<file path="src/core/stc_pkg.sv">
// package of constants shared by both ends of the task-file link
// assumes a single pclk domain and an 8-bit task-file register set
package stc_pkg;

   // ****************************************
   // task-file register addresses
   // ****************************************
   localparam logic [2:0] TF_FEATURE = 3'h1;
   localparam logic [2:0] TF_SCOUNT  = 3'h2;
   localparam logic [2:0] TF_SNUM    = 3'h3;
   localparam logic [2:0] TF_CYL_LO  = 3'h4;
   localparam logic [2:0] TF_CYL_HI  = 3'h5;
   localparam logic [2:0] TF_DEVHEAD = 3'h6;
   localparam logic [2:0] TF_COMMAND = 3'h7;

   // ****************************************
   // opcodes and fields
   // ****************************************
   localparam logic [3:0] OP_SEEK_NIB  = 4'h7;
   localparam logic [7:0] OP_SENSE     = 8'hf0;
   localparam logic [7:0] SENSE_FEAT   = 8'h01;
   localparam int         DH_LBA_BIT   = 6;
   localparam logic [7:0] DH_FIXED     = 8'ha0;

   // ****************************************
   // status and error bits
   // ****************************************
   localparam int ST_BSY  = 7;
   localparam int ST_RDY  = 6;
   localparam int ST_DSC  = 4;
   localparam int ST_ERR  = 0;
   localparam int ER_IDN  = 4;
   localparam int ER_ABT  = 2;
   localparam logic [7:0] ST_RESET = 8'h50;

   // ****************************************
   // temperature coding, half-degree units
   // ****************************************
   localparam logic signed [9:0] TEMP_LOW_HALF  = -10'sd40;
   localparam logic signed [9:0] TEMP_HIGH_HALF = 10'sd214;
   localparam logic signed [9:0] TEMP_OFFSET    = 10'sd40;
   localparam logic [7:0]        TEMP_CODE_LOW  = 8'h00;
   localparam logic [7:0]        TEMP_CODE_HIGH = 8'hff;

   // ****************************************
   // controller apb map
   // ****************************************
   localparam logic [7:0] A_CTRL    = 8'h00;
   localparam logic [7:0] A_TF_ADDR = 8'h04;
   localparam logic [7:0] A_TF_CMD  = 8'h08;
   localparam logic [7:0] A_STATE   = 8'h0c;
   localparam logic [7:0] A_RESULT  = 8'h10;
   localparam logic [7:0] A_RES_SC  = 8'h14;
   localparam logic [7:0] A_IRQ_ST  = 8'h18;
   localparam logic [7:0] A_IRQ_MSK = 8'h1c;
   localparam int         IRQ_DONE  = 0;
   localparam int         IRQ_FAIL  = 1;
   localparam int         IRQ_W     = 2;

   typedef enum logic [1:0] {DEV_IDLE, DEV_EXEC, DEV_SEEK} stc_dev_state_t;
   typedef enum logic [1:0] {HST_IDLE, HST_SEND, HST_WAIT} stc_hst_state_t;

endpackage

</file>
<file path="src/core/stc_taskfile_if.sv">
// task-file link between the host controller and the drive command logic
// assumes both ends share pclk; device registers are always visible
`timescale 1ns/1ps
`default_nettype none
interface stc_taskfile_if;
   logic       tf_wr;
   logic [2:0] tf_addr;
   logic [7:0] tf_wdata;
   logic [7:0] rd_error;
   logic [7:0] rd_scount;
   logic [7:0] rd_snum;
   logic [7:0] rd_cyl_lo;
   logic [7:0] rd_cyl_hi;
   logic [7:0] rd_devhead;
   logic [7:0] rd_status;

   modport dev (input tf_wr, tf_addr, tf_wdata,
                output rd_error, rd_scount, rd_snum, rd_cyl_lo, rd_cyl_hi,
                rd_devhead, rd_status);
   modport host (output tf_wr, tf_addr, tf_wdata,
                 input rd_error, rd_scount, rd_snum, rd_cyl_lo, rd_cyl_hi,
                 rd_devhead, rd_status);
endinterface
`default_nettype wire

</file>
<file path="src/core/stc_drive_cmd.sv">
// drive-side command logic for seek and temperature sense
// assumes host writes task-file registers only while not busy (writes while busy are dropped) and reads them back any time
//
// The implementer's own choices: the address map and the APB slave port.
`timescale 1ns/1ps
`default_nettype none
module stc_drive_cmd
   import stc_pkg::*;
(
   input  wire logic              pclk,
   input  wire logic              presetn,
   stc_taskfile_if.dev            tf,
   input  wire logic              standby,
   input  wire logic signed [9:0] temp_half_c,
   output logic                   seek_req,
   output logic                   seek_lba_mode,
   output logic [15:0]            seek_cyl,
   output logic [3:0]             seek_head,
   output logic [27:0]            seek_lba,
   input  wire logic              seek_done,
   input  wire logic              seek_idnf,
   input  wire logic              seek_abort
);

   // ****************************************
   // task-file storage
   // ****************************************
   logic [7:0]     feature_reg;
   logic [7:0]     command_reg;
   logic [7:0]     scount_reg;
   logic [7:0]     snum_reg;
   logic [7:0]     cyl_lo_reg;
   logic [7:0]     cyl_hi_reg;
   logic [7:0]     devhead_reg;
   logic [7:0]     error_reg;
   logic [7:0]     status_reg;
   stc_dev_state_t state_reg;
   logic [7:0]     temp_code;
   logic           host_wr;
   logic           busy;

   assign busy    = status_reg[ST_BSY];
   assign host_wr = tf.tf_wr && !busy;

   // temperature to result code
   always_comb begin
      if (temp_half_c <= TEMP_LOW_HALF) begin
         temp_code = TEMP_CODE_LOW;
      end else if (temp_half_c > TEMP_HIGH_HALF) begin
         temp_code = TEMP_CODE_HIGH;
      end else begin
         temp_code = 8'(temp_half_c + TEMP_OFFSET);
      end
   end

   // ****************************************
   // command sequencer
   // ****************************************
   always_ff @(posedge pclk or negedge presetn) begin
      if (!presetn) begin
         state_reg <= DEV_IDLE;
      end else begin
         case (state_reg)
            DEV_IDLE: begin
               if (host_wr && tf.tf_addr == TF_COMMAND) begin
                  state_reg <= DEV_EXEC;
               end
            end
            DEV_EXEC: begin
               if (command_reg[7:4] == OP_SEEK_NIB) begin
                  state_reg <= DEV_SEEK;
               end else begin
                  state_reg <= DEV_IDLE;
               end
            end
            DEV_SEEK: begin
               if (seek_done) begin
                  state_reg <= DEV_IDLE;
               end
            end
            default: state_reg <= DEV_IDLE;
         endcase
      end
   end

   // ****************************************
   // actuator request, no format check
   // ****************************************
   always_ff @(posedge pclk or negedge presetn) begin
      if (!presetn) begin
         seek_req      <= 1'b0;
         seek_lba_mode <= 1'b0;
         seek_cyl      <= 16'h0000;
         seek_head     <= 4'h0;
         seek_lba      <= 28'h0000000;
      end else begin
         seek_req <= state_reg == DEV_EXEC && command_reg[7:4] == OP_SEEK_NIB;
         if (state_reg == DEV_EXEC) begin
            seek_lba_mode <= devhead_reg[DH_LBA_BIT];
            seek_cyl      <= {cyl_hi_reg, cyl_lo_reg};
            seek_head     <= devhead_reg[3:0];
            seek_lba      <= {devhead_reg[3:0], cyl_hi_reg, cyl_lo_reg, snum_reg};
         end
      end
   end

   // ****************************************
   // task-file registers and results
   // ****************************************
   always_ff @(posedge pclk or negedge presetn) begin
      if (!presetn) begin
         feature_reg <= 8'h00;
         command_reg <= 8'h00;
         scount_reg  <= 8'h00;
         snum_reg    <= 8'h00;
         cyl_lo_reg  <= 8'h00;
         cyl_hi_reg  <= 8'h00;
         devhead_reg <= DH_FIXED;
         error_reg   <= 8'h00;
         status_reg  <= ST_RESET;
      end else if (host_wr) begin
         if (tf.tf_addr == TF_FEATURE) begin
            feature_reg <= tf.tf_wdata;
         end else if (tf.tf_addr == TF_SCOUNT) begin
            scount_reg <= tf.tf_wdata;
         end else if (tf.tf_addr == TF_SNUM) begin
            snum_reg <= tf.tf_wdata;
         end else if (tf.tf_addr == TF_CYL_LO) begin
            cyl_lo_reg <= tf.tf_wdata;
         end else if (tf.tf_addr == TF_CYL_HI) begin
            cyl_hi_reg <= tf.tf_wdata;
         end else if (tf.tf_addr == TF_DEVHEAD) begin
            devhead_reg <= tf.tf_wdata;
         end else if (tf.tf_addr == TF_COMMAND) begin
            command_reg <= tf.tf_wdata;
            error_reg   <= 8'h00;
            status_reg  <= 8'h00;
            status_reg[ST_BSY] <= 1'b1;
         end
      end else if (state_reg == DEV_EXEC) begin
         if (command_reg == OP_SENSE) begin
            // sense ignores standby on purpose
            status_reg <= 8'h00;
            status_reg[ST_RDY] <= !standby || 1'b1;
            status_reg[ST_DSC] <= 1'b1;
            if (feature_reg != SENSE_FEAT) begin
               error_reg[ER_ABT]  <= 1'b1;
               status_reg[ST_ERR] <= 1'b1;
            end else begin
               scount_reg <= temp_code;
            end
         end else if (command_reg[7:4] != OP_SEEK_NIB) begin
            status_reg <= 8'h00;
            status_reg[ST_RDY] <= 1'b1;
            status_reg[ST_DSC] <= 1'b1;
            status_reg[ST_ERR] <= 1'b1;
            error_reg[ER_ABT]  <= 1'b1;
         end
      end else if (state_reg == DEV_SEEK && seek_done) begin
         status_reg <= 8'h00;
         status_reg[ST_RDY] <= 1'b1;
         status_reg[ST_DSC] <= 1'b1;
         if (seek_idnf || seek_abort) begin
            status_reg[ST_ERR] <= 1'b1;
            error_reg <= 8'h00;
            error_reg[ER_IDN] <= seek_idnf;
            error_reg[ER_ABT] <= !seek_idnf;
         end else if (seek_lba_mode) begin
            snum_reg    <= seek_lba[7:0];
            cyl_lo_reg  <= seek_lba[15:8];
            cyl_hi_reg  <= seek_lba[23:16];
            devhead_reg <= {devhead_reg[7:4], seek_lba[27:24]};
         end
      end
   end

   // ****************************************
   // read-back to the host
   // ****************************************
   assign tf.rd_error   = error_reg;
   assign tf.rd_scount  = scount_reg;
   assign tf.rd_snum    = snum_reg;
   assign tf.rd_cyl_lo  = cyl_lo_reg;
   assign tf.rd_cyl_hi  = cyl_hi_reg;
   assign tf.rd_devhead = devhead_reg;
   assign tf.rd_status  = status_reg;

endmodule
`default_nettype wire

</file>
<file path="src/flat_wrapper.sv">
// flat-port wrapper written by rule: the top's interface ports become plain ports
module stc_drive_cmd_flat import stc_pkg::*;
  (pclk, presetn, standby, temp_half_c, seek_req, seek_lba_mode, seek_cyl, seek_head, seek_lba, seek_done, seek_idnf, seek_abort, tf_tf_wr, tf_tf_addr, tf_tf_wdata, tf_rd_error, tf_rd_scount, tf_rd_snum, tf_rd_cyl_lo, tf_rd_cyl_hi, tf_rd_devhead, tf_rd_status);
  stc_taskfile_if tf_i ();
  input  wire logic pclk;
  input  wire logic presetn;
  input  wire logic standby;
  input  wire logic signed [9:0] temp_half_c;
  output logic seek_req;
  output logic seek_lba_mode;
  output logic [15:0] seek_cyl;
  output logic [3:0] seek_head;
  output logic [27:0] seek_lba;
  input  wire logic seek_done;
  input  wire logic seek_idnf;
  input  wire logic seek_abort;
  input wire logic [$bits(tf_i.tf_wr)-1:0] tf_tf_wr;
  input wire logic [$bits(tf_i.tf_addr)-1:0] tf_tf_addr;
  input wire logic [$bits(tf_i.tf_wdata)-1:0] tf_tf_wdata;
  output wire logic [$bits(tf_i.rd_error)-1:0] tf_rd_error;
  output wire logic [$bits(tf_i.rd_scount)-1:0] tf_rd_scount;
  output wire logic [$bits(tf_i.rd_snum)-1:0] tf_rd_snum;
  output wire logic [$bits(tf_i.rd_cyl_lo)-1:0] tf_rd_cyl_lo;
  output wire logic [$bits(tf_i.rd_cyl_hi)-1:0] tf_rd_cyl_hi;
  output wire logic [$bits(tf_i.rd_devhead)-1:0] tf_rd_devhead;
  output wire logic [$bits(tf_i.rd_status)-1:0] tf_rd_status;
  assign tf_i.tf_wr = tf_tf_wr;
  assign tf_i.tf_addr = tf_tf_addr;
  assign tf_i.tf_wdata = tf_tf_wdata;
  assign tf_rd_error = tf_i.rd_error;
  assign tf_rd_scount = tf_i.rd_scount;
  assign tf_rd_snum = tf_i.rd_snum;
  assign tf_rd_cyl_lo = tf_i.rd_cyl_lo;
  assign tf_rd_cyl_hi = tf_i.rd_cyl_hi;
  assign tf_rd_devhead = tf_i.rd_devhead;
  assign tf_rd_status = tf_i.rd_status;
  stc_drive_cmd u_core (.pclk(pclk), .presetn(presetn), .tf(tf_i), .standby(standby), .temp_half_c(temp_half_c), .seek_req(seek_req), .seek_lba_mode(seek_lba_mode), .seek_cyl(seek_cyl), .seek_head(seek_head), .seek_lba(seek_lba), .seek_done(seek_done), .seek_idnf(seek_idnf), .seek_abort(seek_abort));
endmodule
</file>
<file path="config.mk">
export PLATFORM = sky130hd
export DESIGN_NAME = stc_drive_cmd_flat
export DESIGN_NICKNAME = d
export VERILOG_FILES = /design/src/core/stc_pkg.sv /design/src/core/stc_taskfile_if.sv /design/src/core/stc_drive_cmd.sv /design/src/flat_wrapper.sv
export SDC_FILE = /design/constraint.sdc
export NUM_CORES = 1
export LEC_CHECK = 0
export BUFFER_PORTS_ARGS = -buffer_cell sky130_fd_sc_hd__buf_2
export CAP_MARGIN = 15
export CORE_MARGIN = 8
export CORE_UTILIZATION = 45
export CTS_CLUSTER_DIAMETER = 100
export DETAILED_ROUTE_END_ITERATION = 12
export PLACE_DENSITY = 0.8
export SYNTH_ARGS = -nofsm -noshare
export SYNTH_HDL_FRONTEND = slang
export SYNTH_SLANG_ARGS = --single-unit
</file>
<file path="constraint.sdc">
create_clock -name pclk -period 1.8 [get_ports pclk]
set_clock_uncertainty 0.1 [all_clocks]
set_input_delay 0.09 -clock pclk [delete_from_list [all_inputs] [get_ports pclk]]
set_output_delay 0.09 -clock pclk [all_outputs]
set_load 0.02 [all_outputs]
</file>
==> impl_metrics.ini <==
[sta]
tns_ns = -0.0903
post-route-period-util_pct = 102
rsz0062_at_grt = yes
finalHoldViolCount = 0
max-slew-margin-rel_pct = 55.7
whs_ns = 0.0587
clock.fmax_ghz = 0.544
final_max_slew_viol_count = 0
min_period_ns = 1.84
tightest_slew_ns = 0.664
setup_viol_count_final = 8
setup_slack_ns = -0.0380

[synthesis]
ys_types = 43
synth_edf_count = 0
yosys.area.top_type = dfrtp_1
synthesis.area_mm2 = 0.00439
synth_common_cells = nand2_1, dfrtp_1, a21oi_1
syn_avg_cell_area_um2 = 9.71
netlist_instances = 452
ys_ff_latch = 93
synthFlopType = dfrtp_1
synth_top_area_share_pct = 51.3
ys_async_sr_fraction_pct = 100
ys_warn_count = 0
ys_top_cells_by_area = dfrtp_1, nand2_1, buf_4, mux2_2, mux2i_1
yosysMostFrequentCell = nand2_1
ys_seq_area_share_pct = 53.1

[grt]
grt_use_total_pct = 18.8
antenna_found_initial = 0
grt_pass1_vias = 3736
grt_max_degree = 50
grt_overflow = 0
grt_pass1_wl_um = 19300

[worst_setup_path]
r2r-start = u_core.feature_reg[5]$_DFFE_PN0P_
cp_max_fo = 8
reg2reg_depth = 5
start_kind = register
cp.required_ns = 1.96
rrSetupSlack_ns = -0.04
arrival_ns = 2.00
rr_endpoint = u_core.tf.rd_scount[4]$_DFFE_PN0P_
endpoint_kind = register
path_class = reg -> reg

[status]
status = complete, but fails checks
violations = negative setup slack

[pwr]
total_power_mw = 8.17
switchingPower_mw = 3.58
clockPowerShare_pct = 15.5
p_int_mw = 4.58
max-vdd-ir-drop_uv = 647
pwr_density_cell_mw_per_mm2 = 1450
comb_power_share_pct = 42.0
seqPwrFrac_pct = 42.5
p_leak_nw = 2.82
swShare_pct = 43.9

[drt]
post-route-drc-count = 0
totalWireLength_um = 12400
ant_nets = 0
drt_iter0_drc = 211
drt-pass1-iter-count = 4
vias = 3697
avgRoutedWirePerCell_um = 16.9
via_per_inst = 5.06

[floorplanning]
std_cell_rows = 36
dieWidth_um = 115
boundaryPins = 134
start_util_pct = 45.5
dieArea_mm2 = 0.0132
die_h_um = 115
core_mm2 = 0.00964

[finish]
syn_to_final_growth_pct = 28.2
finalInstanceArea_mm2 = 0.00563
final_util_pct = 58.4
fin_cells = 731
nFillCells = 838
nets = 622
drive_above_1_share_pct = 36.3
diodes = 0
largest_register = u_core.seek_lba
largest_reg_flops = 27

[clocking]
cts_sinks = 93
cts_buffers = 9
clkTransAtPathRegs_ns = 0.09
cts-htree-levels = 3
cts_tree = built
root_buffer = clkbuf_8
clk_latency_ns = 0.38
max-clock-path-buffers = 2

[place]
routabilityCongestion = 0.855
dp.cells = 694
io_buffers = 122
dp_hpwl_um = 8750
post-place-ws_ns = -0.142
post_dp_cell_area_mm2 = 0.00516

[worst_hold_path]
min_path_cells = 4
hold_start = temp_half_c[1]
holdCritPathClass = in -> reg
holdPathEnd = u_core.tf.rd_scount[1]$_DFFE_PN0P_

[job]
cap_violations = 0
worst max-delay path by stage:
stage	start	to	slack, ns	cells past startpoint
6_report	u_core.feature_reg[5]$_DFFE_PN0P_	u_core.tf.rd_scount[4]$_DFFE_PN0P_	-0.04	5
5_1_grt	u_core.feature_reg[5]$_DFFE_PN0P_	u_core.tf.rd_scount[4]$_DFFE_PN0P_	-0.14	5
4_1_cts	u_core.feature_reg[5]$_DFFE_PN0P_	u_core.tf.rd_scount[2]$_DFFE_PN0P_	-0.01	5
3_5_place_dp	u_core.command_reg[1]$_DFFE_PN0P_	u_core.tf.rd_scount[2]$_DFFE_PN0P_	-0.14	5
3_3_place_gp	u_core.command_reg[1]$_DFFE_PN0P_	u_core.tf.rd_scount[5]$_DFFE_PN0P_	-0.11	5
2_1_floorplan	u_core.tf.rd_status[7]$_DFFE_PN0P_	u_core.tf.rd_snum[5]$_DFFE_PN0P_	-0.19	7
worst max-delay path, cell delays in order, from the launching register on:
cell and delay, ns:
dfrtp_1 0.39, nor4_1 0.28, nand3_1 0.16, nor4_4 0.33, a21oi_4 0.16, mux2_4 0.32
metal layers:
metal | track usage (%) | part of all wire (%) | routed length, um
met5 | 0 | 0 | 0
met4 | 7.62 | 2.2 | 268
met3 | 5.51 | 7.5 | 931
met2 | 31.7 | 50 | 6200
met1 | 22.1 | 40 | 4960
cells in the final DEF, fill, tap and decap left out, drive strengths merged, types with 3 or more instances in the layout:
master / n
nor4: 3
nand4: 3
a31oi: 3
and2: 8
conb: 10
mux2: 19
nor3: 9
a21oi: 43
dfstp: 3
nand2b: 4
nor2b: 4
nand2: 106
inv: 26
o21bai: 6
xnor2: 3
buf: 157
clkbuf: 11
mux2i: 21
nor2: 13
o21ai: 14
dlygate4sd3: 12
nand3: 5
dfrtp: 90
clkinvlp: 3
repair_timing:
action,4_1_cts,5_1_grt
gates cloned,0,1
gates resized for setup,6,25
pin swaps,4,6
hold buffers,12,0
hold endpoints to repair,68,0
buffers inserted,1,8
endpoints found under the setup margin,28,37
power groups by stage:
stage,registers (mW),clock network [mW],logic (mW)
floorplan,4.24,0,1.46
global placement,3.45,0,3.27
detailed placement,3.48,0,3.36
CTS,3.46,1.30,3.41
global route,3.58,1.37,3.70
finish,3.47,1.27,3.43
area by class of cell:
class / count / area [um2] / share of cell area (%)
Sequential cell: 93 / 2330 / 41.4
Tap cell: 133 / 166 / 2.96
Clock buffer: 11 / 131 / 2.33
Timing Repair Buffer: 169 / 1060 / 18.9
Inverter: 25 / 93.8 / 1.67
Multi-Input combinational cell: 295 / 1800 / 32.1
Clock inverter: 5 / 36.3 / 0.645
kinds of logic (layout without fill, tap and decap cells):
kind of cell / after synthesis / count (layout) / synth area share (%)
adders and majority gates: 1 / 1 / 0.285
and+or+nand+nor: 164 / 164 / 16.7
xor gates and xnor gates: 3 / 3 / 0.599
muxes: 40 / 40 / 9.66
buffers and inverters: 73 / 210 / 9.15
DFF: 93 / 93 / 53.1
AOI/OAI and AO/OA: 77 / 77 / 10.5
other: 1 / 10 / 0.0854
Note: power is estimated with default switching activity, not from simulation.
